### src/core/arb_pkg.sv
package arb_pkg;

  // ==========================================================
  // widths
  localparam int AXW    = 12;
  localparam int DW     = 32;
  localparam int WAW    = 10;
  localparam int N_INST = 4;
  localparam int N_STAT = 16;
  localparam int RD_LAT = 3;

  // ==========================================================
  // byte offsets
  localparam logic [11:0] OFS_SSEN     = 12'h000;
  localparam logic [11:0] OFS_MCEN     = 12'h004;
  localparam logic [11:0] OFS_MAC_LO   = 12'h040;
  localparam logic [11:0] OFS_MAC_HI   = 12'h044;
  localparam logic [11:0] OFS_IP       = 12'h048;
  localparam logic [11:0] OFS_WIN_BASE = 12'h200;
  localparam logic [11:0] OFS_WIN_SPAN = 12'h080;
  localparam logic [11:0] OFS_VER_BASE = 12'h600;
  localparam logic [11:0] OFS_STAT     = 12'h800;

  // ==========================================================
  // field positions and reset values
  localparam int          SSEN_W     = 16;
  localparam int          MCEN_BIT   = 0;
  localparam int          MAC_HI_W   = 16;
  localparam int          PORT_W     = 16;
  localparam logic [31:0] RST_WORD   = 32'h0000_0000;
  localparam logic [1:0]  RESP_OKAY  = 2'h0;

  typedef enum logic [1:0] {
    RG_RX   = 2'b00,
    RG_VER  = 2'b01,
    RG_STAT = 2'b10
  } arb_region_t;

  typedef enum logic [2:0] {
    ST_IDLE    = 3'b000,
    ST_WR_STB  = 3'b001,
    ST_WR_RSP  = 3'b010,
    ST_RD_REQ  = 3'b011,
    ST_RD_WAIT = 3'b100,
    ST_RD_RSP  = 3'b101
  } arb_state_t;

  function automatic logic [WAW-1:0] word_of(input logic [11:0] b);
    return b[11:2];
  endfunction

  // upper word address bits pick the region
  function automatic arb_region_t region_of(input logic [WAW-1:0] w);
    if (w >= word_of(OFS_STAT))
      return RG_STAT;
    else if (w >= word_of(OFS_VER_BASE))
      return RG_VER;
    else
      return RG_RX;
  endfunction

endpackage

### src/core/arb_rx_param_bank.sv
`timescale 1ns/1ps
module arb_rx_param_bank import arb_pkg::*; (
  // clock and reset
  input  wire logic                 clk,
  input  wire logic                 sys_rst,
  // register write side
  input  wire logic                 reg_write_strobe,
  input  wire logic [WAW-1:0]       reg_word_addr,
  input  wire logic [DW-1:0]        reg_write_word,
  // receiver parameters
  output logic [SSEN_W-1:0]         session_enables,
  output logic                      multicast_accept,
  output logic [47:0]               local_mac,
  output logic [31:0]               local_ip,
  output logic [N_INST*PORT_W-1:0]  session0_local_port
);

  logic wr_rx;
  assign wr_rx = reg_write_strobe && (region_of(reg_word_addr) == RG_RX);

  // ==========================================================
  // shared words, whole-word writes only
  always_ff @(posedge clk) begin
    if (sys_rst) begin
      session_enables  <= RST_WORD[SSEN_W-1:0];
      multicast_accept <= RST_WORD[MCEN_BIT];
      local_mac        <= {RST_WORD[MAC_HI_W-1:0], RST_WORD};
      local_ip         <= RST_WORD;
    end else if (wr_rx) begin
      if (reg_word_addr == word_of(OFS_SSEN))
        session_enables <= reg_write_word[SSEN_W-1:0];
      if (reg_word_addr == word_of(OFS_MCEN))
        multicast_accept <= reg_write_word[MCEN_BIT];
      if (reg_word_addr == word_of(OFS_MAC_LO))
        local_mac[31:0] <= reg_write_word;
      if (reg_word_addr == word_of(OFS_MAC_HI))
        local_mac[47:32] <= reg_write_word[MAC_HI_W-1:0];
      if (reg_word_addr == word_of(OFS_IP))
        local_ip <= reg_write_word;
    end
  end

  // ==========================================================
  // one window per instance
  for (genvar n = 0; n < N_INST; n++) begin : g_win
    localparam logic [11:0] WIN_OFS = OFS_WIN_BASE + 12'(n) * OFS_WIN_SPAN;
    always_ff @(posedge clk) begin
      if (sys_rst)
        session0_local_port[n*PORT_W +: PORT_W] <= RST_WORD[PORT_W-1:0];
      else if (wr_rx && reg_word_addr == word_of(WIN_OFS))
        session0_local_port[n*PORT_W +: PORT_W] <= reg_write_word[PORT_W-1:0];
    end
  end

endmodule // arb_rx_param_bank

### src/core/arb_read_pipe.sv
`timescale 1ns/1ps
module arb_read_pipe import arb_pkg::*; (
  // clock and reset
  input  wire logic                  clk,
  input  wire logic                  sys_rst,
  // read request
  input  wire logic                  reg_read_request,
  input  wire logic [WAW-1:0]        reg_word_addr,
  // status sources
  input  wire logic [N_STAT*DW-1:0]  status_words,
  // read answer
  output logic                       reg_read_valid,
  output logic [DW-1:0]              reg_read_word
);

  logic [DW-1:0] grp_ff [4];
  logic [DW-1:0] pick_ff;
  logic [1:0]    sel_ff;
  logic          hit1_ff;
  logic          hit2_ff;
  logic [2:0]    req_ff;

  // ==========================================================
  // request delay line
  always_ff @(posedge clk) begin
    if (sys_rst)
      req_ff <= 3'h0;
    else
      req_ff <= {req_ff[1:0], reg_read_request};
  end
  assign reg_read_valid = req_ff[2];

  // ==========================================================
  // stage 1: four 4-input muxes
  always_ff @(posedge clk) begin
    if (sys_rst) begin
      for (int g = 0; g < 4; g++)
        grp_ff[g] <= RST_WORD;
      sel_ff  <= 2'h0;
      hit1_ff <= 1'b0;
    end else begin
      for (int g = 0; g < 4; g++)
        grp_ff[g] <= status_words[(g*4 + int'(reg_word_addr[1:0]))*DW +: DW];
      sel_ff  <= reg_word_addr[3:2];
      hit1_ff <= (region_of(reg_word_addr) == RG_STAT) &&
                 (reg_word_addr[WAW-2:4] == '0);
    end
  end

  // ==========================================================
  // stage 2 and 3: final mux, zero outside status
  always_ff @(posedge clk) begin
    if (sys_rst) begin
      pick_ff       <= RST_WORD;
      hit2_ff       <= 1'b0;
      reg_read_word <= RST_WORD;
    end else begin
      pick_ff       <= grp_ff[sel_ff];
      hit2_ff       <= hit1_ff;
      reg_read_word <= hit2_ff ? pick_ff : RST_WORD;
    end
  end

endmodule // arb_read_pipe

### src/core/arb_axil_regbank.sv
// How it works
// - write and read paths, and their address/data channels, handshake separately
// - one word address bus, loaded from write or read address channel
// - never a register write and register read in the same cycle
// - write strobe pulses with address, data and byte enables together
// - lane mask bit n qualifies data byte n
// - read request pulses with address; slave returns one 32-bit word
// - address held from read request until read valid
// - read word with valid is forwarded on the read data channel
// - regions: receiver params, verifier params, read-only status
// - upper address bits pick region, lower bits pick register
// - registers written as whole words, lane mask ignored
// - read valid is the request delayed by three flip-flops
// - status read built from small multiplexers in stages
// - word 0x0 holds sixteen session enables, four per receiver
// - bit 0 of word 0x4 drives the shared multicast enable
// - local MAC: low 32 bits at 0x40, high 16 at 0x44
// - local IP address held in word 0x48
// - each receiver has a 128-byte window starting at 0x200
// - first window word bits 15..0 hold session 0 local port
`timescale 1ns/1ps
module arb_axil_regbank import arb_pkg::*; (
  // clock and reset
  input  wire logic                  clk,
  input  wire logic                  sys_rst,
  // write address channel
  input  wire logic                  s_axi_awvalid,
  output logic                       s_axi_awready,
  input  wire logic [AXW-1:0]        s_axi_awaddr,
  input  wire logic [2:0]            s_axi_awprot,
  // write data channel
  input  wire logic                  s_axi_wvalid,
  output logic                       s_axi_wready,
  input  wire logic [DW-1:0]         s_axi_wdata,
  input  wire logic [3:0]            s_axi_wstrb,
  // write response channel
  output logic                       s_axi_bvalid,
  input  wire logic                  s_axi_bready,
  output logic [1:0]                 s_axi_bresp,
  // read address channel
  input  wire logic                  s_axi_arvalid,
  output logic                       s_axi_arready,
  input  wire logic [AXW-1:0]        s_axi_araddr,
  input  wire logic [2:0]            s_axi_arprot,
  // read data channel
  output logic                       s_axi_rvalid,
  input  wire logic                  s_axi_rready,
  output logic [DW-1:0]              s_axi_rdata,
  output logic [1:0]                 s_axi_rresp,
  // status from receivers and checker
  input  wire logic [N_STAT*DW-1:0]  status_words,
  // receiver parameters
  output logic [SSEN_W-1:0]          session_enables,
  output logic                       multicast_accept,
  output logic [47:0]                local_mac,
  output logic [31:0]                local_ip,
  output logic [N_INST*PORT_W-1:0]   session0_local_port
);

  // ==========================================================
  // bridge state
  arb_state_t      state_ff;
  arb_state_t      nxt_state;
  logic            aw_held_ff;
  logic            w_held_ff;
  logic            awready_ff;
  logic            wready_ff;
  logic            arready_ff;
  logic            bvalid_ff;
  logic            rvalid_ff;
  logic [DW-1:0]   rdata_ff;

  // register side
  logic [WAW-1:0]  reg_word_addr_ff;
  logic [DW-1:0]   reg_write_word_ff;
  logic [3:0]      reg_write_lane_mask_ff;
  logic            reg_write_strobe;
  logic            reg_read_request;
  logic            reg_read_valid;
  logic [DW-1:0]   reg_read_word;

  logic            aw_hs;
  logic            w_hs;
  logic            ar_hs;
  logic            idle_free;

  assign aw_hs = s_axi_awvalid && awready_ff;
  assign w_hs  = s_axi_wvalid && wready_ff;
  assign ar_hs = s_axi_arvalid && arready_ff;

  // nothing in flight and no ready raised yet
  assign idle_free = (state_ff == ST_IDLE) && !aw_held_ff && !w_held_ff &&
                     !awready_ff && !wready_ff && !arready_ff;

  assign reg_write_strobe = (state_ff == ST_WR_STB);
  assign reg_read_request = (state_ff == ST_RD_REQ);

  // ==========================================================
  // write address and data capture, each its own handshake
  always_ff @(posedge clk) begin
    if (sys_rst) begin
      awready_ff <= 1'b0;
      aw_held_ff <= 1'b0;
    end else begin
      if (aw_hs) begin
        awready_ff <= 1'b0;
        aw_held_ff <= 1'b1;
      end else if (idle_free && (s_axi_awvalid || s_axi_wvalid)) begin
        awready_ff <= 1'b1;
      end else if (state_ff == ST_WR_STB) begin
        aw_held_ff <= 1'b0;
      end
    end
  end

  always_ff @(posedge clk) begin
    if (sys_rst) begin
      wready_ff <= 1'b0;
      w_held_ff <= 1'b0;
    end else begin
      if (w_hs) begin
        wready_ff <= 1'b0;
        w_held_ff <= 1'b1;
      end else if (idle_free && (s_axi_awvalid || s_axi_wvalid)) begin
        wready_ff <= 1'b1;
      end else if (state_ff == ST_WR_STB) begin
        w_held_ff <= 1'b0;
      end
    end
  end

  // reads only start while no write is in flight
  always_ff @(posedge clk) begin
    if (sys_rst)
      arready_ff <= 1'b0;
    else if (ar_hs)
      arready_ff <= 1'b0;
    else if (idle_free && !s_axi_awvalid && !s_axi_wvalid && s_axi_arvalid)
      arready_ff <= 1'b1;
  end

  // ==========================================================
  // shared register address and write data
  always_ff @(posedge clk) begin
    if (sys_rst) begin
      reg_word_addr_ff       <= '0;
      reg_write_word_ff      <= RST_WORD;
      reg_write_lane_mask_ff <= 4'h0;
    end else begin
      if (aw_hs)
        reg_word_addr_ff <= word_of(s_axi_awaddr);
      else if (ar_hs)
        reg_word_addr_ff <= word_of(s_axi_araddr);
      if (w_hs) begin
        reg_write_word_ff      <= s_axi_wdata;
        reg_write_lane_mask_ff <= s_axi_wstrb;
      end
    end
  end

  // ==========================================================
  // sequencing of both directions
  always_comb begin
    nxt_state = state_ff;
    case (state_ff)
      ST_IDLE: begin
        if (aw_held_ff && w_held_ff)
          nxt_state = ST_WR_STB;
        else if (ar_hs)
          nxt_state = ST_RD_REQ;
      end
      ST_WR_STB:  nxt_state = ST_WR_RSP;
      ST_WR_RSP: begin
        if (s_axi_bready)
          nxt_state = ST_IDLE;
      end
      ST_RD_REQ:  nxt_state = ST_RD_WAIT;
      ST_RD_WAIT: begin
        if (reg_read_valid)
          nxt_state = ST_RD_RSP;
      end
      ST_RD_RSP: begin
        if (s_axi_rready)
          nxt_state = ST_IDLE;
      end
      default:    nxt_state = ST_IDLE;
    endcase
  end

  always_ff @(posedge clk) begin
    if (sys_rst)
      state_ff <= ST_IDLE;
    else
      state_ff <= nxt_state;
  end

  // ==========================================================
  // responses, always OKAY
  always_ff @(posedge clk) begin
    if (sys_rst)
      bvalid_ff <= 1'b0;
    else if (state_ff == ST_WR_STB)
      bvalid_ff <= 1'b1;
    else if (bvalid_ff && s_axi_bready)
      bvalid_ff <= 1'b0;
  end

  always_ff @(posedge clk) begin
    if (sys_rst) begin
      rvalid_ff <= 1'b0;
      rdata_ff  <= RST_WORD;
    end else if (state_ff == ST_RD_WAIT && reg_read_valid) begin
      rvalid_ff <= 1'b1;
      rdata_ff  <= reg_read_word;
    end else if (rvalid_ff && s_axi_rready) begin
      rvalid_ff <= 1'b0;
    end
  end

  assign s_axi_awready = awready_ff;
  assign s_axi_wready  = wready_ff;
  assign s_axi_arready = arready_ff;
  assign s_axi_bvalid  = bvalid_ff;
  assign s_axi_bresp   = RESP_OKAY;
  assign s_axi_rvalid  = rvalid_ff;
  assign s_axi_rdata   = rdata_ff;
  assign s_axi_rresp   = RESP_OKAY;

  // ==========================================================
  // register file and read path
  arb_rx_param_bank u_rx_param_bank (
    .clk                 (clk),
    .sys_rst             (sys_rst),
    .reg_write_strobe    (reg_write_strobe),
    .reg_word_addr       (reg_word_addr_ff),
    .reg_write_word      (reg_write_word_ff),
    .session_enables     (session_enables),
    .multicast_accept    (multicast_accept),
    .local_mac           (local_mac),
    .local_ip            (local_ip),
    .session0_local_port (session0_local_port)
  );

  arb_read_pipe u_read_pipe (
    .clk              (clk),
    .sys_rst          (sys_rst),
    .reg_read_request (reg_read_request),
    .reg_word_addr    (reg_word_addr_ff),
    .status_words     (status_words),
    .reg_read_valid   (reg_read_valid),
    .reg_read_word    (reg_read_word)
  );
endmodule // arb_axil_regbank

### config.mk
export PLATFORM = sky130hd
export DESIGN_NAME = arb_axil_regbank
export DESIGN_NICKNAME = d
export VERILOG_FILES = /design/src/core/arb_pkg.sv /design/src/core/arb_rx_param_bank.sv /design/src/core/arb_read_pipe.sv /design/src/core/arb_axil_regbank.sv
export SDC_FILE = /design/constraint.sdc
export NUM_CORES = 1
export LEC_CHECK = 0
export BUFFER_PORTS_ARGS = -buffer_cell sky130_fd_sc_hd__buf_4
export CORE_AREA = 2 2 305 307
export CTS_BUF_LIST = sky130_fd_sc_hd__clkbuf_8
export CTS_CLUSTER_SIZE = 24
export DETAILED_ROUTE_END_ITERATION = 10
export DIE_AREA = 0 0 307 309
export GPL_ROUTABILITY_DRIVEN = 1
export MAX_ROUTING_LAYER = met4
export SLEW_MARGIN = 10
export SYNTH_ARGS = -nofsm -noshare
export SYNTH_HDL_FRONTEND = slang
export SYNTH_SLANG_ARGS = --single-unit
### constraint.sdc
create_clock -name clk -period 3.5 [get_ports clk]
set_input_delay 0.175 -clock clk [delete_from_list [all_inputs] [get_ports clk]]
set_output_delay 0.175 -clock clk [all_outputs]
set_load 0.1 [all_outputs]
==> results.sh, run 1 <==
export IMPL_hold_viol=0
export IMPL_clk_pin_slew_ns=0.06
export IMPL_tightest_slew_ns=1.08
export IMPL_final_max_slew_violation_count=0
export IMPL_grt_setup_unrepaired="no"
export IMPL_worstSetupPathType="reg -> reg"
export IMPL_maxCapViolCount=0
export IMPL_start_util_pct=20.4
export IMPL_holdBufCountCts=333
export IMPL_postCtsSetupRepairBufs=0
export IMPL_place_area_mm2=0.0256
export IMPL_drtIter0Drc=923
export IMPL_syn_area_mm2=0.0186
export IMPL_async_reset_ff_share_pct=0
export IMPL_cts_buffers_inserted=84
export IMPL_via_count=16700
export IMPL_grt_overflow_total=0
export IMPL_cts_root_buf="clkbuf_8"
export IMPL_cts_resized=0
export IMPL_viasPerCell=4.23
export IMPL_hold_path_class="in -> reg"
export IMPL_avgSynthCellArea_um2=11.7
export IMPL_cp_start_kind="register"
export IMPL_grt_max_degree=132
export IMPL_synth_top_area_cell="dfxtp_1"
export IMPL_p_leak_nw=13.3
export IMPL_clkSinkCount=444
export IMPL_dieArea_mm2=0.0949
export IMPL_dp_hpwl_um=61500
export IMPL_clockBufferDepth=3
export IMPL_firstDrtPassIters=5
export IMPL_synth_top_area_share_pct=47.7
export IMPL_coreArea_mm2=0.0914
export IMPL_yosys_most_used_dff="dfxtp_1"
export IMPL_grt_pass1_vias=17300
export IMPL_wl_um=81900
export IMPL_yosysMostFrequentCell="dfxtp_1"
export IMPL_fmax_ghz=0.368
export IMPL_peakVddDrop_mv=0.228
export IMPL_drive_above_1_share_pct=41.0
export IMPL_die_w_um=307
export IMPL_skew_ns=0.0378
export IMPL_grt_total_usage_pct=17.2
export IMPL_ys_types=35
export IMPL_cts_max_level=3
export IMPL_fin_area_mm2=0.0309
export IMPL_synthCells=1600
export IMPL_fin_crit_sh_pct=77.5
export IMPL_crit_arrival_ns=3.25
export IMPL_die_h_um=309
export IMPL_fin_crit_ns=2.71
export IMPL_cp_required_ns=4.03
export IMPL_io_pins=787
export IMPL_rows=111
export IMPL_yosysWarnings=0
export IMPL_outcome="finished, final reports clean"
export IMPL_fillers=9181
export IMPL_antenna_left=0
export IMPL_nets=3259
export IMPL_setup_worst_path_end_class="register"
export IMPL_grt_pass1_wl_um=116000
export IMPL_power_density_mw_per_mm2=477
export IMPL_antenna_found_initial=29
export IMPL_synth_area_leaders="dfxtp_1 (48%), mux4_2 (19%), mux2i_1 (8.6%)"
export IMPL_clock_latency_ns=0.69
export IMPL_synth_seq_cells=444
export IMPL_cts_tree="yes"
export IMPL_seq_area_frac_synth_pct=47.7
export IMPL_gp_congestion=0.899
export IMPL_path_max_fanout=89
export IMPL_wl_per_cell_um=20.7
export IMPL_drc=0
export IMPL_setup_tns_ns=0
export IMPL_area_growth_pct=65.9
export IMPL_synth_edf_count=0
export IMPL_setup_viol=0
export IMPL_synth_top_cells_by_count="dfxtp_1 (444), nand2b_1 (197), nor2b_1 (166), mux2i_1 (161), mux4_2 (160)"
export IMPL_io_buffers=768
export IMPL_slew_headroom_pct=27.8
## cell type report
class	instances	area (um^2)	area share, %
inverters	3	11.3	0.0364
repair buffers	1131	9380	30.3
multi-input cells	1010	9200	29.7
clock buffers	113	1560	5.03
diodes	20	50.0	0.162
clock inverters	43	359	1.16
well taps	1186	1480	4.80
flip-flops and latches	444	8900	28.8
## where the power goes
group	switching (W)	internal (W)	total (W)	leakage [nW]
combinational	0.00126	0.00213	0.00340	8.62
sequential	0.000249	0.00543	0.00568	3.62
clock	0.00245	0.00323	0.00568	1.02
total	0.00397	0.0108	0.0148	13.3
## sequential cells by signal (all words and copies together), names as in the netlist, 2 cells and up
| name | cells |
|---|---|
| u_read_pipe.grp_ff | 128 |
| u_rx_param_bank.session0_local_port | 64 |
| u_rx_param_bank.local_mac | 48 |
| reg_write_word_ff | 32 |
| s_axi_rdata | 32 |
| u_read_pipe.pick_ff | 32 |
| u_read_pipe.reg_read_word | 32 |
| u_rx_param_bank.local_ip | 32 |
| u_rx_param_bank.session_enables | 16 |
| reg_word_addr_ff | 10 |
| state_ff | 3 |
| u_read_pipe.req_ff | 3 |
| u_read_pipe.sel_ff | 2 |
## cell usage in the layout, fill, tap and decap left out, types with 4 or more instances in the layout
| cell | instances |
|---|---|
| a21oi_1 | 72 |
| a311oi_1 | 10 |
| and2_1 | 33 |
| buf_12 | 4 |
| buf_4 | 793 |
| bufinv_16 | 4 |
| clkbuf_8 | 113 |
| clkinv_2 | 17 |
| clkinvlp_4 | 7 |
| conb_1 | 4 |
| dfxtp_1 | 440 |
| diode_2 | 20 |
| dlygate4sd3_1 | 333 |
| inv_1 | 11 |
| mux2i_1 | 161 |
| mux4_2 | 160 |
| nand2_1 | 142 |
| nand2b_1 | 197 |
| nand3_1 | 11 |
| nand4_1 | 5 |
| nand4_2 | 5 |
| nor2_1 | 16 |
| nor2b_1 | 165 |
## cells by family after synthesis
kind of cell           after synthesis  share of synthesized area [%]
multiplexers                       321                           28.0
other                                1                         0.0201
flip-flops                         444                           47.7
AND/OR/NAND/NOR                    595                           18.3
buffers and inverters              149                           3.35
AO/OA/AOI/OAI                       90                           2.73
## worst max-delay path, stage by stage, from the launching register on
cell and delay [ns]:
dfxtp_4 0.50, buf_12 0.44, mux4_2 0.62, dlygate4sd3_1 0.60
nor2b_1 0.14
## stage by stage
step | cells | power [W] | utilization (%) | hold slack (ns) | setup WS, ns
finish | 3950 | 0.0148 | 33.9 | 0.201 | 0.786
global route | 3945 | 0.0155 | 33.8 | 0.243 | 0.642
CTS | 3930 | 0.0150 | 33.8 | 0.196 | 0.810
detailed placement | 3441 | 0.00845 | 28.1 | 0.410 | 1.02
global placement | 3441 | 0.00844 | 28.1 | 0.409 | 1.09
floorplan | 1603 | 0.00738 | - | 0.311 | 1.57
## worst paths after layout
path | start | cells past startpoint | endpoint | slack, ns
setup reg to reg | reg_word_addr_ff[0] | 4 | u_read_pipe.grp_ff[0][24] | 0.79
hold / removal | s_axi_awvalid | 3 | aw_held_ff | 0.20
hold reg to reg | u_read_pipe.pick_ff[23] | 1 | u_read_pipe.reg_read_word[23] | 0.40
setup / recovery | reg_word_addr_ff[0] | 4 | u_read_pipe.grp_ff[0][24] | 0.79
## per-layer routing
layer	GRT usage (%)	vias up	wire (um)
met4	7.68	0	3100
met3	4.23	145	5430
met1	19.8	8145	33300
met5	-	-	0
li1	-	7749	-
met2	28.3	663	40100
(Power assumes the default switching activity.)
==> run 2, diff against run 1 <==
==> constraint.sdc (replaced) <==
create_clock -name clk -period 2.65 [get_ports clk]
set_input_delay 0.1325 -clock clk [delete_from_list [all_inputs] [get_ports clk]]
set_output_delay 0.1325 -clock clk [all_outputs]
set_load 0.1 [all_outputs]
==> run 2 against run 1 <==
Compared with the run above:
- global-route usage shrank 0.15 points
- the flow now stops in detailed routing (5_2_route)
- synthesized area unchanged
- synthesized cell count unchanged
==> results.sh, run 2 <==
export IMPL_outcome="aborted with a tool error"
export IMPL_haltStage="detailed routing (5_2_route)"
export IMPL_error_line="[ERROR DRT-0255] Maze Route cannot find path of net clk in worker of routeBox ( 289800 144900 ) ( 307000 193200 )."
export IMPL_grt_overflow_total=0
export IMPL_clkSinkCount=444
export IMPL_synth_edf_count=0
export IMPL_synthCells=1600
export IMPL_start_util_pct=20.4
export IMPL_cts_buffers_inserted=81
export IMPL_synth_top_area_share_pct=47.7
export IMPL_cts_max_level=3
export IMPL_avgSynthCellArea_um2=11.7
export IMPL_antenna_found_initial=34
export IMPL_synth_top_area_cell="dfxtp_1"
export IMPL_gp_congestion=0.892
export IMPL_dp_hpwl_um=61300
export IMPL_syn_area_mm2=0.0186
export IMPL_die_w_um=307
export IMPL_yosysMostFrequentCell="dfxtp_1"
export IMPL_io_pins=787
export IMPL_seq_area_frac_synth_pct=47.7
export IMPL_synth_area_leaders="dfxtp_1 (48%), mux4_2 (19%), mux2i_1 (8.6%)"
export IMPL_dp_cells=3448
export IMPL_grt_pass1_wl_um=114000
export IMPL_cts_root_buf="clkbuf_8"
export IMPL_async_reset_ff_share_pct=0
export IMPL_clockBufferDepth=3
export IMPL_ys_types=35
export IMPL_rows=111
export IMPL_die_h_um=309
export IMPL_synth_top_cells_by_count="dfxtp_1 (444), nand2b_1 (197), nor2b_1 (166), mux2i_1 (161), mux4_2 (160)"
export IMPL_grt_total_usage_pct=17.0
export IMPL_yosys_most_used_dff="dfxtp_1"
export IMPL_io_buffers=768
export IMPL_synth_seq_cells=444
export IMPL_yosysWarnings=0
export IMPL_grt_pass1_vias=17300
export IMPL_grt_max_degree=137
==> run 2: cell counts after synthesis <==
Identical to the previous run, type by type.
==> run 2: metal layers <==
layer,track usage (%)
met1,19.6
met4,10.0
met2,27.1
met5,-
met3,4.09
==> run 2: stage by stage <==
stage               cell area (um^2)  util (%)  worst slack, ns  hold WS [ns]
CTS                            30800      33.7            0.155         0.183
global route                   30800      33.7           0.0602         0.217
detailed placement             25700      28.2            0.728         0.393
floorplan                      18700         -            0.716         0.268
global placement               25700      28.2            0.744         0.387
==> run 2: cells by family after synthesis <==
kind of cell	synth area share, %
other cells	0.0201
compound gates	2.73
buf+inv	3.35
mux	28.0
flops	47.7
simple gates	18.3
==> run 2: repair_timing <==
action                                 in CTS  in global routing
gates resized for setup                     0                  0
buffers inserted                            0                  0
endpoints found under the hold margin     193                  0
hold buffers                              340                  0
==> run 3, diff against run 2 <==
--- a/config.mk
+++ b/config.mk
@@ -6,13 +6,10 @@
 export NUM_CORES = 1
 export LEC_CHECK = 0
 export BUFFER_PORTS_ARGS = -buffer_cell sky130_fd_sc_hd__buf_4
-export CORE_AREA = 2 2 305 307
-export CTS_BUF_LIST = sky130_fd_sc_hd__clkbuf_8
-export CTS_CLUSTER_SIZE = 24
+export CORE_UTILIZATION = 20
 export DETAILED_ROUTE_END_ITERATION = 10
-export DIE_AREA = 0 0 307 309
 export GPL_ROUTABILITY_DRIVEN = 1
-export MAX_ROUTING_LAYER = met4
+export PLACE_DENSITY_LB_ADDON = 0.15
 export SLEW_MARGIN = 10
 export SYNTH_ARGS = -nofsm -noshare
 export SYNTH_HDL_FRONTEND = slang
==> run 3 against run 2 <==
Compared with the run above:
- the run now ends clean
- global-route usage is 0.59 points higher
==> results.sh, run 3 (synthesis gave the netlist of run 1 again) <==
export IMPL_outcome="finished, final reports clean"
export IMPL_timing_critical_path_mode_cell="buf_12"
export IMPL_p_int_w=0.0144
export IMPL_layout_common_cells="buf_4 (807), dfxtp_1 (440), dlygate4sd3_1 (265), nand2b_1 (197), nor2b_1 (165)"
export IMPL_p_seq_share_pct=38.7
export IMPL_final_max_slew_violation_count=0
export IMPL_dieArea_mm2=0.0945
export IMPL_critPathBufInv=3
export IMPL_antenna_left=0
export IMPL_via_count=16300
export IMPL_p_leak_nw=13.0
export IMPL_die_w_um=307
export IMPL_maxCapViolCount=0
export IMPL_worstSetupPathType="reg -> reg"
export IMPL_critical_path_top_delay_family="buffers and inverters"
export IMPL_crit_chain="buf_12 -> buf_12 -> mux4_2 -> dlygate4sd3_1 -> nor2b_1"
export IMPL_cts_tree="yes"
export IMPL_switching_share_pct=25.7
export IMPL_crit_cells=5
export IMPL_rows=111
export IMPL_grt_overflow_total=0
export IMPL_dp_slack_ns=0.550
export IMPL_cp_start_kind="register"
export IMPL_final_instance_count_excl_fill=3896
export IMPL_ff2ff_path_depth=5
export IMPL_drtIter0Drc=805
export IMPL_fillers=9493
export IMPL_peakVddDrop_mv=0.418
export IMPL_grt_pass1_wl_um=121000
export IMPL_final_util_pct=33.1
export IMPL_nets=3183
export IMPL_clkSinkCount=444
export IMPL_coreArea_mm2=0.0921
export IMPL_fin_crit_sh_pct=97.2
export IMPL_clock_latency_ns=0.59
export IMPL_skew_ns=0.0157
export IMPL_wl_um=85500
export IMPL_layout_commonest_cell="buf_4"
export IMPL_multiInputGateArea_mm2=0.00918
export IMPL_grt_pass1_vias=17400
export IMPL_cts_root_buf="clkbuf_16"
export IMPL_slowest_delay_ns=0.63
export IMPL_hold_viol=0
export IMPL_crit_arrival_ns=3.05
export IMPL_largest_register="u_read_pipe.grp_ff"
export IMPL_cp_required_ns=3.13
export IMPL_place_area_mm2=0.0260
export IMPL_p_sw_w=0.00498
export IMPL_p_comb_share_pct=23.0
export IMPL_dp_cells=3522
export IMPL_worstReg2RegEnd="u_read_pipe.grp_ff[1][30]"
export IMPL_io_buffers=768
export IMPL_startpoint="reg_word_addr_ff[1]"
export IMPL_grt_max_degree=104
export IMPL_io_pins=787
export IMPL_worst_slack_ns=0.0746
export IMPL_regArea_mm2=0.00890
export IMPL_cts_buffers_inserted=52
export IMPL_hold_path_class="in -> reg"
export IMPL_viasPerCell=4.17
export IMPL_fin_area_mm2=0.0305
export IMPL_slowest_stage="dfxtp_4"
export IMPL_die_h_um=307
export IMPL_dp_hpwl_um=67900
export IMPL_clock_power_share_pct=38.3
export IMPL_clk_pin_slew_ns=0.06
export IMPL_firstDrtPassIters=4
export IMPL_cts_max_level=2
export IMPL_setup_worst_path_end_class="register"
export IMPL_largest_register_ffs=128
export IMPL_reg_top3="u_read_pipe.grp_ff (128), u_rx_param_bank.session0_local_port (64), u_rx_param_bank.local_mac (48)"
export IMPL_start_util_pct=20.3
export IMPL_path_max_fanout=63
export IMPL_gp_congestion=0.886
export IMPL_drive_above_1_share_pct=41.0
export IMPL_grt_total_usage_pct=17.6
export IMPL_setup_viol=0
export IMPL_power_density_mw_per_mm2=635
export IMPL_tightest_slew_ns=0.770
export IMPL_antenna_found_initial=30
export IMPL_rrSetupSlack_ns=0.07
export IMPL_slew_headroom_pct=48.6
export IMPL_grt_setup_unrepaired="no"
export IMPL_setup_worst_path_end="u_read_pipe.grp_ff[1][30]"
export IMPL_cts_resized=0
export IMPL_fmax_ghz=0.388
export IMPL_clockBufferDepth=3
export IMPL_wl_per_cell_um=22.0
export IMPL_drc=0
export IMPL_fin_crit_ns=2.58
export IMPL_area_growth_pct=63.3
export IMPL_setup_tns_ns=0
export IMPL_rr_startpoint="reg_word_addr_ff[1]"
## run 3: worst min-delay path by stage
stage                            from                  endpoint  slack (ns)  cells past startpoint
floorplan              s_axi_wdata[0]      reg_write_word_ff[0]        0.27                      2
global placement      s_axi_wdata[29]     reg_write_word_ff[29]        0.39                      3
detailed placement    s_axi_wdata[29]     reg_write_word_ff[29]        0.40                      3
CTS                 status_words[456]  u_read_pipe.grp_ff[3][8]      0.0003                      3
global route        status_words[105]  u_read_pipe.grp_ff[0][9]       0.001                      3
finish                        sys_rst     reg_write_word_ff[15]       0.003                      2
## run 3: power groups by stage
stage / sequential (W) / clock, W / combinational (W)
final: 0.00749 / 0.00741 / 0.00444
after floorplan: 0.00754 / 0 / 0.00220
after detailed placement: 0.00764 / 0 / 0.00376
after global routing: 0.00755 / 0.00800 / 0.00478
after CTS: 0.00750 / 0.00772 / 0.00453
after global placement: 0.00763 / 0 / 0.00375
## run 3: worst register-to-register path, cell delays in order (launching register included)
cell,delay (ns)
dfxtp_4,0.63
buf_12,0.37
buf_12,0.41
mux4_2,0.34
dlygate4sd3_1,0.59
nor2b_1,0.13
## run 3: final cells by class
cell class,instances,area share (%)
repair buffers,1087,29.6
multi-input cells,1010,30.2
diodes,14,0.115
clock buffers,76,5.00
flip-flops and latches,444,29.2
well taps,1243,5.11
clock inverters,19,0.801
inverters,3,0.0370
## run 3: repair_timing
item / 4_1_cts / 5_1_grt
hold buffers: 264 / 1
setup buffers: 0 / 0
endpoints found under the setup margin: 0 / 0
endpoints found under the hold margin: 152 / 1
## run 3: routing by layer
layer	global-route usage, %	share of wire (%)
met4	4.87	2.3
met5	0	0.083
met2	30.3	49
met3	5.22	7.3
met1	21.2	41
## run 3: per-stage QoR
step / total power [W] / hold slack (ns)
floorplan: 0.00974 / 0.268
global placement: 0.0114 / 0.389
detailed placement: 0.0114 / 0.395
CTS: 0.0197 / 0.000272
global route: 0.0203 / 0.00100
finish: 0.0193 / 0.00252
